==> src/hw/wdgt_pkg.sv <==
// Behaviour
// - reload FEh longest, 02h shortest timeout
// - clearing soft_reset_bit while active resets at once
// - external stop control: nmi high allows stop
// - external stop control: nmi low blocks stop
// - inactive software watchdog still counts as timer
// - counter bits read in reversed order
// - decrement once every 3072 internal clocks
// - hardware option forces activation, ignores activation bit writes
// - software option: activation by write, sticky
// - reset pin driven low about 500ns
package wdgt_pkg;
	// register map, byte addresses on the bus
	localparam int               WDGT_ADDR_W      = 8;
	localparam logic [7:0]       WDGT_OFS_COUNT   = 8'h00;     // watchdog_count_reg
	localparam logic [7:0]       WDGT_OFS_STATUS  = 8'h04;     // read-only status
	// watchdog_count_reg layout
	localparam int               WDGT_BIT_ACT     = 0;         // activation bit
	localparam int               WDGT_BIT_SOFTRST = 1;         // soft_reset_bit
	localparam int               WDGT_CNT_W       = 7;         // soft_reset_bit plus six count bits
	localparam int               WDGT_CNT_MSB     = 6;         // counter bit that holds soft_reset_bit
	localparam logic [6:0]       WDGT_CNT_RST     = 7'h7f;     // same as a reload of 8'hfe
	// status register layout
	localparam int               WDGT_ST_ACT      = 0;
	localparam int               WDGT_ST_HWOPT    = 1;
	localparam int               WDGT_ST_EXTOPT   = 2;
	localparam int               WDGT_ST_PULSE    = 3;
	localparam int               WDGT_ST_STOPOK   = 4;
	localparam int               WDGT_ST_PIN      = 5;
	localparam int               WDGT_ST_FIRED    = 6;
	// timing: internal clock 8 MHz, one decrement per 3072 internal clocks
	localparam int               WDGT_FINT_KHZ    = 8000;
	localparam int               WDGT_TICK_FINT   = 3072;
	localparam int               WDGT_CLK_NS      = 8;
	localparam int               WDGT_TICK_NS     = WDGT_TICK_FINT * 1000 / (WDGT_FINT_KHZ / 1000);
	localparam int               WDGT_TICK_CYCLES = WDGT_TICK_NS / WDGT_CLK_NS;
	localparam int               WDGT_PULSE_NS    = 500;
	localparam int               WDGT_PULSE_CYCLES = (WDGT_PULSE_NS + WDGT_CLK_NS - 1) / WDGT_CLK_NS;
	// bus answers
	localparam logic [1:0]       WDGT_RESP_OKAY   = 2'h0;
	localparam logic [1:0]       WDGT_RESP_SLVERR = 2'h2;
	// reset pulse sequencing
	typedef enum logic [1:0] {
		WDGT_P_IDLE,
		WDGT_P_LOW,
		WDGT_P_DONE
	} wdgt_pulse_st_type;
endpackage : wdgt_pkg

==> src/hw/wdgt_top.sv <==
// The AXI4-Lite interface to the registers and the register offsets are this design's own decisions.
`timescale 1ns/1ns
// watchdog with axi4-lite register access
module wdgt_top
	import wdgt_pkg::*;
#(
	parameter int TICK_CYCLES = WDGT_TICK_CYCLES // shorten in simulation
) (
	input  wire logic                   clk,
	input  wire logic                   sys_rst,
	// axi4-lite slave
	input  wire logic [WDGT_ADDR_W-1:0] s_axi_awaddr,
	input  wire logic                   s_axi_awvalid,
	output logic                        s_axi_awready,
	input  wire logic [31:0]            s_axi_wdata,
	input  wire logic [3:0]             s_axi_wstrb,
	input  wire logic                   s_axi_wvalid,
	output logic                        s_axi_wready,
	output logic [1:0]                  s_axi_bresp,
	output logic                        s_axi_bvalid,
	input  wire logic                   s_axi_bready,
	input  wire logic [WDGT_ADDR_W-1:0] s_axi_araddr,
	input  wire logic                   s_axi_arvalid,
	output logic                        s_axi_arready,
	output logic [31:0]                 s_axi_rdata,
	output logic [1:0]                  s_axi_rresp,
	output logic                        s_axi_rvalid,
	input  wire logic                   s_axi_rready,
	// option straps, caught once after reset release
	input  wire logic                   activation_option,
	input  wire logic                   ext_stop_control_option,
	// pins and core hooks
	input  wire logic                   nmi_pin,
	input  wire logic                   rst_pin_in,
	output logic                        rst_pin_out,
	output logic                        rst_pin_oe,
	output logic                        stop_allow,
	output logic                        wdg_active
);
	// option straps and activation
	logic                   opt_valid_ff;  // straps captured
	logic                   hw_opt_ff;     // hardware activation selected
	logic                   ext_opt_ff;    // external stop control selected
	logic                   act_ff;        // watchdog active
	// counter, bit 6 is the soft_reset_bit
	logic [WDGT_CNT_W-1:0]  cnt_ff;
	logic [WDGT_CNT_W-1:0]  nxt_cnt;
	logic                   tick;          // decrement enable
	logic                   fire;          // reset condition
	logic                   pulse_busy;
	logic                   pulse_fired;
	logic                   stop_allow_ff;
	// write channel holding
	logic                   aw_hold_ff;
	logic [WDGT_ADDR_W-1:0] aw_addr_ff;
	logic                   w_hold_ff;
	logic [31:0]            w_data_ff;
	logic [3:0]             w_strb_ff;
	logic                   bvalid_ff;
	logic [1:0]             bresp_ff;
	logic                   wr_go;         // both halves present
	logic                   wr_count_en;   // count register byte 0 written
	// read channel
	logic                   rvalid_ff;
	logic [31:0]            rdata_ff;
	logic [1:0]             rresp_ff;
	logic [7:0]             count_view;    // software image of the counter
	logic [7:0]             status_view;

	// decrement enable
	wdgt_tick_div #(
		.TICK_CYCLES (TICK_CYCLES)
	) wdgt_tick_div_inst (
		.clk     (clk),
		.sys_rst (sys_rst),
		.tick    (tick)
	);

	// reset pin pulse
	wdgt_rst_pulse wdgt_rst_pulse_inst (
		.clk     (clk),
		.sys_rst (sys_rst),
		.start   (fire),
		.busy    (pulse_busy),
		.fired   (pulse_fired)
	);

	// strap capture one edge after release; async reset only loads constants
	always_ff @(posedge clk or posedge sys_rst) begin
		if (sys_rst) begin
			opt_valid_ff <= 1'b0;
			hw_opt_ff    <= 1'b0;
			ext_opt_ff   <= 1'b0;
		end else if (!opt_valid_ff) begin
			opt_valid_ff <= 1'b1;
			hw_opt_ff    <= activation_option;
			ext_opt_ff   <= ext_stop_control_option;
		end
	end

	// activation bit: forced by the hardware option, sticky once set by software
	always_ff @(posedge clk or posedge sys_rst) begin
		if (sys_rst) begin
			act_ff <= 1'b0;
		end else if (!opt_valid_ff) begin
			act_ff <= activation_option;
		end else if (hw_opt_ff) begin
			act_ff <= 1'b1;
		end else if (wr_count_en && w_data_ff[WDGT_BIT_ACT]) begin
			act_ff <= 1'b1;
		end
	end

	// counter next value; a write wins over a decrement in the same cycle
	always_comb begin
		nxt_cnt = cnt_ff;
		if (wr_count_en) begin
			for (int i = 0; i < WDGT_CNT_W; i++) begin
				nxt_cnt[i] = w_data_ff[WDGT_CNT_W - i];
			end
		end else if (tick && !pulse_fired) begin
			// inactive it still wraps freely as a plain timer
			nxt_cnt = cnt_ff - 1'b1;
		end
	end

	// counter register
	always_ff @(posedge clk or posedge sys_rst) begin
		if (sys_rst) begin
			cnt_ff <= WDGT_CNT_RST;
		end else begin
			cnt_ff <= nxt_cnt;
		end
	end

	// soft_reset_bit low while active pulls the reset pin at once
	assign fire = opt_valid_ff && act_ff && !cnt_ff[WDGT_CNT_MSB];

	// open-drain reset pin, only ever pulled low
	assign rst_pin_out = 1'b0;
	assign rst_pin_oe  = pulse_busy;

	// stop permission: inactive always, active only with option and nmi high
	always_ff @(posedge clk or posedge sys_rst) begin
		if (sys_rst) begin
			stop_allow_ff <= 1'b0;
		end else begin
			stop_allow_ff <= !act_ff || (ext_opt_ff && nmi_pin);
		end
	end

	assign stop_allow = stop_allow_ff;
	assign wdg_active = act_ff;

	// write address and data may arrive in any order; hold each until both
	assign s_axi_awready = !aw_hold_ff && !bvalid_ff;
	assign s_axi_wready  = !w_hold_ff && !bvalid_ff;
	assign wr_go         = aw_hold_ff && w_hold_ff && !bvalid_ff;
	assign wr_count_en   = wr_go && (aw_addr_ff == WDGT_OFS_COUNT) && w_strb_ff[0];

	// write address holding
	always_ff @(posedge clk or posedge sys_rst) begin
		if (sys_rst) begin
			aw_hold_ff <= 1'b0;
			aw_addr_ff <= '0;
		end else if (s_axi_awvalid && s_axi_awready) begin
			aw_hold_ff <= 1'b1;
			aw_addr_ff <= s_axi_awaddr;
		end else if (wr_go) begin
			aw_hold_ff <= 1'b0;
		end
	end

	// write data holding
	always_ff @(posedge clk or posedge sys_rst) begin
		if (sys_rst) begin
			w_hold_ff <= 1'b0;
			w_data_ff <= '0;
			w_strb_ff <= '0;
		end else if (s_axi_wvalid && s_axi_wready) begin
			w_hold_ff <= 1'b1;
			w_data_ff <= s_axi_wdata;
			w_strb_ff <= s_axi_wstrb;
		end else if (wr_go) begin
			w_hold_ff <= 1'b0;
		end
	end

	// write response; status is read-only but answers okay, others slverr
	always_ff @(posedge clk or posedge sys_rst) begin
		if (sys_rst) begin
			bvalid_ff <= 1'b0;
			bresp_ff  <= WDGT_RESP_OKAY;
		end else if (wr_go) begin
			bvalid_ff <= 1'b1;
			if (aw_addr_ff == WDGT_OFS_COUNT || aw_addr_ff == WDGT_OFS_STATUS) begin
				bresp_ff <= WDGT_RESP_OKAY;
			end else begin
				bresp_ff <= WDGT_RESP_SLVERR;
			end
		end else if (s_axi_bready) begin
			bvalid_ff <= 1'b0;
		end
	end

	assign s_axi_bvalid = bvalid_ff;
	assign s_axi_bresp  = bresp_ff;

	// register images for reads, counter shown bit-reversed
	always_comb begin
		count_view               = 8'h00;
		count_view[WDGT_BIT_ACT] = act_ff;
		for (int i = 0; i < WDGT_CNT_W; i++) begin
			count_view[WDGT_CNT_W - i] = cnt_ff[i];
		end
		status_view                 = 8'h00;
		status_view[WDGT_ST_ACT]    = act_ff;
		status_view[WDGT_ST_HWOPT]  = hw_opt_ff;
		status_view[WDGT_ST_EXTOPT] = ext_opt_ff;
		status_view[WDGT_ST_PULSE]  = pulse_busy;
		status_view[WDGT_ST_STOPOK] = stop_allow_ff;
		status_view[WDGT_ST_PIN]    = rst_pin_in;
		status_view[WDGT_ST_FIRED]  = pulse_fired;
	end

	// read channel, one outstanding read, answer one edge after the address
	assign s_axi_arready = !rvalid_ff;

	always_ff @(posedge clk or posedge sys_rst) begin
		if (sys_rst) begin
			rvalid_ff <= 1'b0;
			rdata_ff  <= '0;
			rresp_ff  <= WDGT_RESP_OKAY;
		end else if (s_axi_arvalid && s_axi_arready) begin
			rvalid_ff <= 1'b1;
			if (s_axi_araddr == WDGT_OFS_COUNT) begin
				rdata_ff <= {24'h000000, count_view};
				rresp_ff <= WDGT_RESP_OKAY;
			end else if (s_axi_araddr == WDGT_OFS_STATUS) begin
				rdata_ff <= {24'h000000, status_view};
				rresp_ff <= WDGT_RESP_OKAY;
			end else begin
				rdata_ff <= 32'h00000000;
				rresp_ff <= WDGT_RESP_SLVERR;
			end
		end else if (s_axi_rready) begin
			rvalid_ff <= 1'b0;
		end
	end

	assign s_axi_rvalid = rvalid_ff;
	assign s_axi_rdata  = rdata_ff;
	assign s_axi_rresp  = rresp_ff;
endmodule : wdgt_top

==> src/hw/wdgt_tick_div.sv <==
`timescale 1ns/1ns
// one-cycle enable every TICK_CYCLES clocks
module wdgt_tick_div
	import wdgt_pkg::*;
#(
	parameter int TICK_CYCLES = WDGT_TICK_CYCLES
) (
	input  wire logic clk,
	input  wire logic sys_rst,
	output logic      tick
);
	localparam int                 DW   = $clog2(TICK_CYCLES + 1);
	localparam logic [DW-1:0]      LAST = DW'(TICK_CYCLES - 1);

	logic [DW-1:0] div_ff;    // free-running prescale count
	logic          tick_ff;   // registered enable
	logic [DW:0]   gap_ff;    // cycles since last tick, checking only
	logic          seen_ff;   // first tick observed

	// prescaler, free running so software writes do not jitter the period
	always_ff @(posedge clk or posedge sys_rst) begin
		if (sys_rst) begin
			div_ff  <= '0;
			tick_ff <= 1'b0;
		end else if (div_ff == LAST) begin
			div_ff  <= '0;
			tick_ff <= 1'b1;
		end else begin
			div_ff  <= div_ff + 1'b1;
			tick_ff <= 1'b0;
		end
	end

	assign tick = tick_ff;

	// spacing observer for the assertion
	always_ff @(posedge clk or posedge sys_rst) begin
		if (sys_rst) begin
			gap_ff  <= '0;
			seen_ff <= 1'b0;
		end else if (tick_ff) begin
			gap_ff  <= (DW+1)'(1);
			seen_ff <= 1'b1;
		end else begin
			gap_ff  <= gap_ff + 1'b1;
		end
	end
endmodule : wdgt_tick_div

==> src/hw/wdgt_rst_pulse.sv <==
`timescale 1ns/1ns
// single low pulse on the reset pin, no retrigger until system reset
module wdgt_rst_pulse
	import wdgt_pkg::*;
(
	input  wire logic clk,
	input  wire logic sys_rst,
	input  wire logic start,
	output logic      busy,
	output logic      fired
);
	localparam int         PW   = $clog2(WDGT_PULSE_CYCLES + 1);
	localparam logic [PW-1:0] LAST = PW'(WDGT_PULSE_CYCLES - 1);

	wdgt_pulse_st_type st_ff;     // pulse state
	logic [PW-1:0]     len_ff;    // cycles spent low
	logic [PW:0]       obs_ff;    // checking only: measured width

	// pulse state machine; done is final, the device is expected to be reset
	always_ff @(posedge clk or posedge sys_rst) begin
		if (sys_rst) begin
			st_ff  <= WDGT_P_IDLE;
			len_ff <= '0;
		end else begin
			unique case (st_ff)
				WDGT_P_IDLE: begin
					if (start) begin
						st_ff <= WDGT_P_LOW;
					end
				end
				WDGT_P_LOW: begin
					len_ff <= len_ff + 1'b1;
					if (len_ff == LAST) begin
						st_ff <= WDGT_P_DONE;
					end
				end
				WDGT_P_DONE: begin
					st_ff <= WDGT_P_DONE;
				end
				default: begin
					st_ff <= WDGT_P_IDLE;
				end
			endcase
		end
	end

	assign busy  = (st_ff == WDGT_P_LOW);
	assign fired = (st_ff != WDGT_P_IDLE);

	// width observer
	always_ff @(posedge clk or posedge sys_rst) begin
		if (sys_rst) begin
			obs_ff <= '0;
		end else if (busy) begin
			obs_ff <= obs_ff + 1'b1;
		end
	end
endmodule : wdgt_rst_pulse

==> config.mk <==
export PLATFORM = sky130hd
export DESIGN_NAME = wdgt_top
export DESIGN_NICKNAME = d
export VERILOG_FILES = /design/src/hw/wdgt_pkg.sv /design/src/hw/wdgt_top.sv /design/src/hw/wdgt_tick_div.sv /design/src/hw/wdgt_rst_pulse.sv
export SDC_FILE = /design/constraint.sdc
export NUM_CORES = 1
export LEC_CHECK = 0
export ABC_AREA = 1
export BUFFER_PORTS_ARGS = -buffer_cell sky130_fd_sc_hd__clkbuf_2
export CAP_MARGIN = 20
export CORE_AREA = 2 2 77 97
export CTS_BUF_LIST = sky130_fd_sc_hd__clkbuf_8
export DETAILED_ROUTE_END_ITERATION = 16
export DIE_AREA = 0 0 79 99
export PLACE_DENSITY = 0.8
export SYNTH_ARGS = -nofsm -noshare
export SYNTH_HDL_FRONTEND = slang
export SYNTH_SLANG_ARGS = --single-unit
==> constraint.sdc <==
create_clock -name clk -period 2.5 [get_ports clk]
set_input_delay 0.125 -clock clk [delete_from_list [all_inputs] [get_ports clk]]
set_output_delay 0.125 -clock clk [all_outputs]
set_load 0.03 [all_outputs]
==> results of run 1 <==
## registers in the layout (all words and copies together) (netlist names)
signal / cells
w_hold_ff: 1
cnt_ff: 7
s_axi_rdata: 8
wdg_active: 1
hw_opt_ff: 1
aw_hold_ff: 1
s_axi_rresp: 1
aw_addr_ff: 8
w_strb_ff: 1
stop_allow: 1
opt_valid_ff: 1
s_axi_rvalid: 1
wdgt_rst_pulse_inst.st_ff: 2
w_data_ff: 8
wdgt_tick_div_inst.div_ff: 16
ext_opt_ff: 1
wdgt_tick_div_inst.tick: 1
s_axi_bvalid: 1
wdgt_rst_pulse_inst.len_ff: 6
s_axi_bresp: 1
## worst max-delay path, delay by kind of cell (launching register included)
| kind | cells | cell delay, ns |
|---|---|---|
| adders and majority gates | 1 | 0.29 |
| DFF | 1 | 0.36 |
| buffers and inverters | 2 | 0.36 |
## cell type report
type / instances / area (µm²)
fill: 644 / 2820
sequential: 68 / 1710
multi-input combinational: 299 / 1578
timing repair buffer: 60 / 345.3
clock buffer: 12 / 165.2
inverter: 40 / 150.1
tap: 90 / 112.6
clock inverter: 2 / 10.01
## cells in the mapped netlist (3+ instances only)
cell type	n	area, µm²
a21oi_1	9	45.04
buf_4	27	202.7
dfrtp_1	61	1526
dfstp_2	7	183.9
ha_1	7	87.58
inv_1	38	142.6
mux2_2	9	101.4
mux2_4	5	75.07
nand2_1	93	349.1
nand2_2	4	25.02
nand3_1	46	230.2
nand3b_1	3	22.52
nand4_1	8	50.05
nor2_1	45	168.9
nor2_2	7	43.79
nor3_1	6	30.03
o21ai_0	4	20.02
xor2_1	16	140.1
## metrics by stage
stage | cells | cell area, µm² | utilization (%) | hold slack (ns)
CTS | 571 | 4071 | 59.08 | 0.001635
floorplan | 437 | 3660 | - | 0.2214
global placement | 551 | 3836 | 55.66 | 0.1094
detailed placement | 551 | 3836 | 55.66 | 0.1241
finish | 571 | 4071 | 59.08 | 0.01423
global route | 571 | 4071 | 59.08 | 0.002071
## how the worst max path moves through the flow
stage                                    end  depth (start not counted)  slack (ns)                         start
6_report                          rst_pin_oe                          3        1.02  wdgt_rst_pulse_inst.st_ff[1]
2_1_floorplan                  aw_addr_ff[0]                          1        0.68                       sys_rst
3_3_place_gp   wdgt_rst_pulse_inst.len_ff[5]                          7        1.08  wdgt_rst_pulse_inst.st_ff[1]
3_5_place_dp   wdgt_tick_div_inst.div_ff[12]                          6        1.07  wdgt_tick_div_inst.div_ff[0]
5_1_grt        wdgt_rst_pulse_inst.len_ff[5]                          7        0.89  wdgt_rst_pulse_inst.st_ff[1]
4_1_cts                           rst_pin_oe                          3        1.00  wdgt_rst_pulse_inst.st_ff[1]
## power groups by stage
stage / Sequential, µW / Clock [µW] / Combinational, µW
3_5_place_dp: 1600 / 0 / 1040
2_1_floorplan: 1580 / 0 / 841
5_1_grt: 1610 / 880 / 1170
6_report: 1570 / 814 / 1040
4_1_cts: 1580 / 835 / 1060
3_3_place_gp: 1580 / 0 / 1010
## kinds of logic after synthesis
| logic type | Yosys count | share of synthesized area (%) |
|---|---|---|
| fa+ha+maj | 7 | 2.459 |
| mux | 14 | 4.953 |
| other cells | 2 | 0.2108 |
| compound gates | 14 | 2.037 |
| flops | 68 | 48.02 |
| simple gates | 218 | 27.47 |
| xor+xnor | 18 | 4.426 |
| buf+inv | 70 | 10.43 |
## layer usage
| metal | up-vias | track usage, % | share of wire (%) |
|---|---|---|---|
| met3 | 7 | 2.930 | 3.9 |
| met4 | 0 | 9.019 | 1.3 |
| met5 | - | 0 | 0 |
| met2 | 62 | 32.07 | 51 |
| met1 | 1306 | 21.87 | 44 |
| li1 | 1389 | - | - |
==> results.json, run 1 <==
{
  "crit_arrival_ns": 1.35,
  "drive_gt1_share_pct": 22.25,
  "p_per_area_mw_per_mm2": 842.2,
  "finalHoldViolCount": 0,
  "slew_violations": 0,
  "hold_end": "w_data_ff[4]",
  "path_cells": "inv_1 -> ha_1 -> clkbuf_2",
  "final_common_cell": "nand2_1",
  "cts_setup_buffers": 0,
  "io_buffers": 53,
  "netlist_area_mm2": 0.003562,
  "ir_worst_vdd_mv": 0.5716,
  "hpwl_um": 5014,
  "async_flop_share_pct": 100.0,
  "ys_types": 30,
  "ff2ff_setup_slack_ns": 1.06,
  "power.leakage_uw": 0.002127,
  "ant_nets": 0,
  "grt_use_total_pct": 18.40,
  "pre_cts_ws_ns": 1.070,
  "drt-pass1-iter-count": 7,
  "fin_nets": 548,
  "hp-class": "primary input to register",
  "initial_core_util_pct": 51.69,
  "coreArea_mm2": 0.006892,
  "hp-start": "s_axi_wdata[4]",
  "cp_slowest_cell": "dfrtp_1",
  "wirelength_um": 6697,
  "finalSetupTns_ns": 0,
  "grt-ovfl-total": 0,
  "internal_power_uw": 2220,
  "post_cts_resized": 0,
  "setup_viol": 0,
  "die_x_um": 79,
  "switching_power_uw": 1209,
  "drc": 0,
  "finalCritPeriodShare_pct": 59.05,
  "initialDrtViolationCount": 143,
  "grt_pass1_wl_um": 11330,
  "max_freq_mhz": 677.4,
  "p_total_uw": 3429,
  "final_cell_mix": "nand2_1, dfrtp_1, clkbuf_2, nand3_1, nor2_1",
  "synth-seq-area-share_pct": 48.02,
  "cts_tree": "done",
  "synth-edff-count": 0,
  "synthesis.instances": 411,
  "pwr-share-clk_pct": 23.7,
  "synth-warning-count": 0,
  "row_count": 34,
  "clk_latency_ns": 0.34,
  "grt_pass1_vias": 2649,
  "syn_to_final_growth_pct": 14.30,
  "max_cap_violations": 0,
  "skew_ns": 0.005391,
  "crit_fanout": 6,
  "status": "complete, no violations",
  "cts_buffer_depth": 2,
  "grt_max_degree": 52,
  "numCtsBuffers": 9,
  "sw_frac_of_total_pct": 35.25,
  "cpPeakStageDelay_ns": 0.36,
  "min_path_cells": 2,
  "wl_per_cell_um": 11.73,
  "synth_ff_type": "dfrtp_1",
  "period_needed_ns": 1.476,
  "die_area_mm2": 0.007821,
  "die_h_um": 99,
  "vias": 2764,
  "r2r_end": "wdgt_tick_div_inst.div_ff[12]",
  "clkTransAtPathRegs_ns": 0.07,
  "place_congestion": 0.8702,
  "cts_root_buf": "clkbuf_8",
  "startpoint_type": "register",
  "antenna_found_initial": 0,
  "fin_ws_ns": 1.024,
  "htree_levels": 3,
  "viasPerCell": 4.841,
  "holdBufCountCts": 6,
  "end_kind": "primary output",
  "avgSynthCellArea_um2": 8.667,
  "clock_sinks": 68,
  "ioPinCount": 108,
  "worstPathRequired_ns": 2.38,
  "crit_type": "register to primary output",
  "r2r-start": "wdgt_tick_div_inst.div_ff[0]",
  "r2r_cells": 6,
  "antenna_cells": 0,
  "rsz0062_at_grt": "no",
  "yosys_register_bits": 68,
  "pwr-share-seq_pct": 45.9,
  "power_frac_comb_pct": 30.3
}
Note: power is estimated with default switching activity, not from simulation.
==> run 2: changes to the inputs <==
--- a/config.mk
+++ b/config.mk
@@ -5,14 +5,14 @@
 export SDC_FILE = /design/constraint.sdc
 export NUM_CORES = 1
 export LEC_CHECK = 0
-export ABC_AREA = 1
+export ABC_AREA = 0
 export BUFFER_PORTS_ARGS = -buffer_cell sky130_fd_sc_hd__clkbuf_2
 export CAP_MARGIN = 20
-export CORE_AREA = 2 2 77 97
+export CORE_AREA = 2 2 78 98
 export CTS_BUF_LIST = sky130_fd_sc_hd__clkbuf_8
 export DETAILED_ROUTE_END_ITERATION = 16
-export DIE_AREA = 0 0 79 99
-export PLACE_DENSITY = 0.8
+export DIE_AREA = 0 0 80 100
+export PLACE_DENSITY = 0.76
 export SYNTH_ARGS = -nofsm -noshare
 export SYNTH_HDL_FRONTEND = slang
 export SYNTH_SLANG_ARGS = --single-unit
==> constraint.sdc (replaced) <==
create_clock -name clk -period 1.3 [get_ports clk]
set_input_delay 0.065 -clock clk [delete_from_list [all_inputs] [get_ports clk]]
set_output_delay 0.065 -clock clk [all_outputs]
set_load 0.03 [all_outputs]
==> results.json, run 2 <==
{
  "clock_sinks": 68,
  "final_common_cell": "dfrtp_1",
  "ys_types": 37,
  "grt_pass1_vias": 2637,
  "pwr-share-seq_pct": 38.1,
  "timing.hold.ws_ns": 0.04014,
  "end_kind": "register",
  "dpl_cell_area_mm2": 0.004024,
  "period_needed_ns": 1.823,
  "clk_latency_ns": 0.35,
  "die_h_um": 100,
  "cts_root_buf": "clkbuf_8",
  "p_total_uw": 8088,
  "synth-seq-area-share_pct": 53.11,
  "slew_violations": 0,
  "ant_nets": 0,
  "pwr-share-clk_pct": 24.1,
  "antenna_cells": 0,
  "max_freq_mhz": 548.5,
  "crit_type": "register to register",
  "synth-warning-count": 0,
  "power.leakage_uw": 0.002303,
  "startpoint_type": "register",
  "cp_slowest_cell": "or4_4",
  "p_per_area_mw_per_mm2": 1680,
  "clkTransAtPathRegs_ns": 0.07,
  "finalHoldViolCount": 0,
  "coreArea_mm2": 0.007182,
  "fin_nets": 506,
  "initial_core_util_pct": 44.84,
  "async_flop_share_pct": 100.0,
  "power_frac_comb_pct": 37.7,
  "hp-class": "primary input to register",
  "initialDrtViolationCount": 60,
  "r2r_cells": 3,
  "die_area_mm2": 0.008000,
  "wirelength_um": 7418,
  "skew_ns": 0.006278,
  "crit_fanout": 5,
  "r2r_end": "cnt_ff[1]",
  "internal_power_uw": 5507,
  "finalSetupTns_ns": -6.750,
  "die_x_um": 80,
  "synth.top_cell.area_share_pct": 47.40,
  "switching_power_uw": 2581,
  "finalCritPeriodShare_pct": 140.2,
  "cpPeakStageDelay_ns": 0.54,
  "drt-pass1-iter-count": 4,
  "rsz0062_at_grt": "yes",
  "worstPathRequired_ns": 1.57,
  "violations": "setup timing",
  "ir_worst_vdd_mv": 1.206,
  "grt_use_total_pct": 19.56,
  "place_congestion": 0.7732,
  "grt_pass1_wl_um": 11940,
  "synth-edff-count": 0,
  "synth_top_cell_by_area": "dfrtp_1",
  "numCtsBuffers": 9,
  "sw_frac_of_total_pct": 31.91,
  "hpwl_um": 4664,
  "wl_per_cell_um": 13.92,
  "ioPinCount": 108,
  "pre_cts_ws_ns": -0.5120,
  "netlist_area_mm2": 0.003221,
  "drive_gt1_share_pct": 47.85,
  "yosys-top-cells-count": "dfrtp_1, buf_4, nand2_1, nor2_1, mux2_2",
  "crit_arrival_ns": 2.10,
  "viasPerCell": 4.854,
  "crit_end": "cnt_ff[1]",
  "n_fill_cell": 529,
  "row_count": 35,
  "ff2ff_setup_slack_ns": -0.52,
  "io_buffers": 53,
  "max_cap_violations": 0,
  "htree_levels": 3,
  "largest_register_ff_count": 16,
  "r2r-start": "aw_addr_ff[3]",
  "antenna_found_initial": 0,
  "vias": 2587,
  "syn_to_final_growth_pct": 49.46,
  "setup_viol": 36,
  "grt_max_degree": 28,
  "synth_ff_type": "dfrtp_1",
  "synth_area_leaders": "dfrtp_1, mux2_2, buf_4",
  "cts_tree": "done",
  "grt-ovfl-total": 0,
  "design_area_mm2": 0.004813,
  "top_register": "wdgt_tick_div_inst.div_ff",
  "fin_ws_ns": -0.5232,
  "drc": 0,
  "avgSynthCellArea_um2": 10.99,
  "path_cells": "or4_4 -> or4_4 -> mux2_4",
  "yosys_register_bits": 68,
  "final_cell_mix": "dfrtp_1, clkbuf_2, buf_4, conb_1, nand2_1",
  "yosysMostFrequentCell": "dfrtp_1",
  "cts_buffer_depth": 2,
  "cp_common_cell": "or4_4",
  "crit_start": "aw_addr_ff[3]",
  "synthesis.instances": 293,
  "status": "finished with violations"
}
run 2: changes by cell type after synthesis, moves of 14 or more:
cell     previous run  this run
nor2_1             45        22
xnor2_1             2        16
nand2_1            93        25
inv_1              38        12
nand3_1            46         6
run 2: final cells by class:
| class | instances | area, µm² | share of cell area (%) |
|---|---|---|---|
| flip-flops and latches | 68 | 1712 | 35.56 |
| multi-input cells | 207 | 1638 | 34.03 |
| repair buffers | 138 | 1075 | 22.33 |
| clock buffers | 10 | 137.6 | 2.859 |
| well taps | 92 | 115.1 | 2.391 |
| clock inverters | 6 | 87.58 | 1.820 |
| inverters | 12 | 48.80 | 1.014 |
run 2: critical path: cells and delay by family, from the launching register on:
kind	cells	cell delay (ns)
flip-flops	1	0.38
AND/OR/NAND/NOR	2	1.04
multiplexers	1	0.33
run 2: through the flow:
step                      utilization, %  cells
after global placement             56.03    483
final                              67.02    533
after detailed placement           56.03    483
after floorplan                        -    319
after global routing               67.02    533
after CTS                          65.17    530
run 2: power groups by stage:
stage	clock, µW	combinational (µW)	sequential, µW
2_1_floorplan	0	1660	3110
5_1_grt	2080	3270	3150
6_report	1950	3050	3080
3_5_place_dp	0	2480	3050
4_1_cts	1980	2870	3060
3_3_place_gp	0	2420	3010
run 2: worst min path at each step:
| stage | startpoint | endpoint | slack, ns | depth (start not counted) |
|---|---|---|---|---|
| final | rst_pin_in | s_axi_rdata[5] | 0.04 | 3 |
| after global routing | rst_pin_in | s_axi_rdata[5] | 0.06 | 3 |
| after CTS | rst_pin_in | s_axi_rdata[5] | 0.05 | 3 |
| after detailed placement | sys_rst | aw_addr_ff[0] | 0.1 | 2 |
| after global placement | sys_rst | aw_addr_ff[0] | 0.1 | 2 |
| after floorplan | s_axi_bready | s_axi_bvalid | 0.16 | 1 |
run 2: kinds of logic after synthesis:
logic type                 count (synthesis)  share of synthesized area, %
DFF                                       68                         53.11
muxes                                     27                         9.324
AOI/OAI and AO/OA                         31                         5.516
adders and majority gates                  7                         2.719
and+or+nand+nor                           89                         13.87
other                                      2                        0.2332
xor gates and xnor gates                  23                         6.255
buffers and inverters                     46                         8.974
run 2: metal layers:
| layer | global-route usage, % | vias up | part of all wire [%] |
|---|---|---|---|
| met2 | 35.06 | 77 | 54 |
| met1 | 22.78 | 1271 | 40 |
| li1 | - | 1226 | - |
| met3 | 2.608 | 13 | 4.1 |
| met4 | 9.387 | 0 | 2.3 |
| met5 | 0 | - | 0 |
run 2: what timing repair did:
item	CTS	global route
setup buffers	7	6
hold endpoints to repair	40	0
pin swaps	13	14
cloned	2	0
endpoints found under the setup margin	39	49
hold buffers	23	0
gates resized for setup	36	41
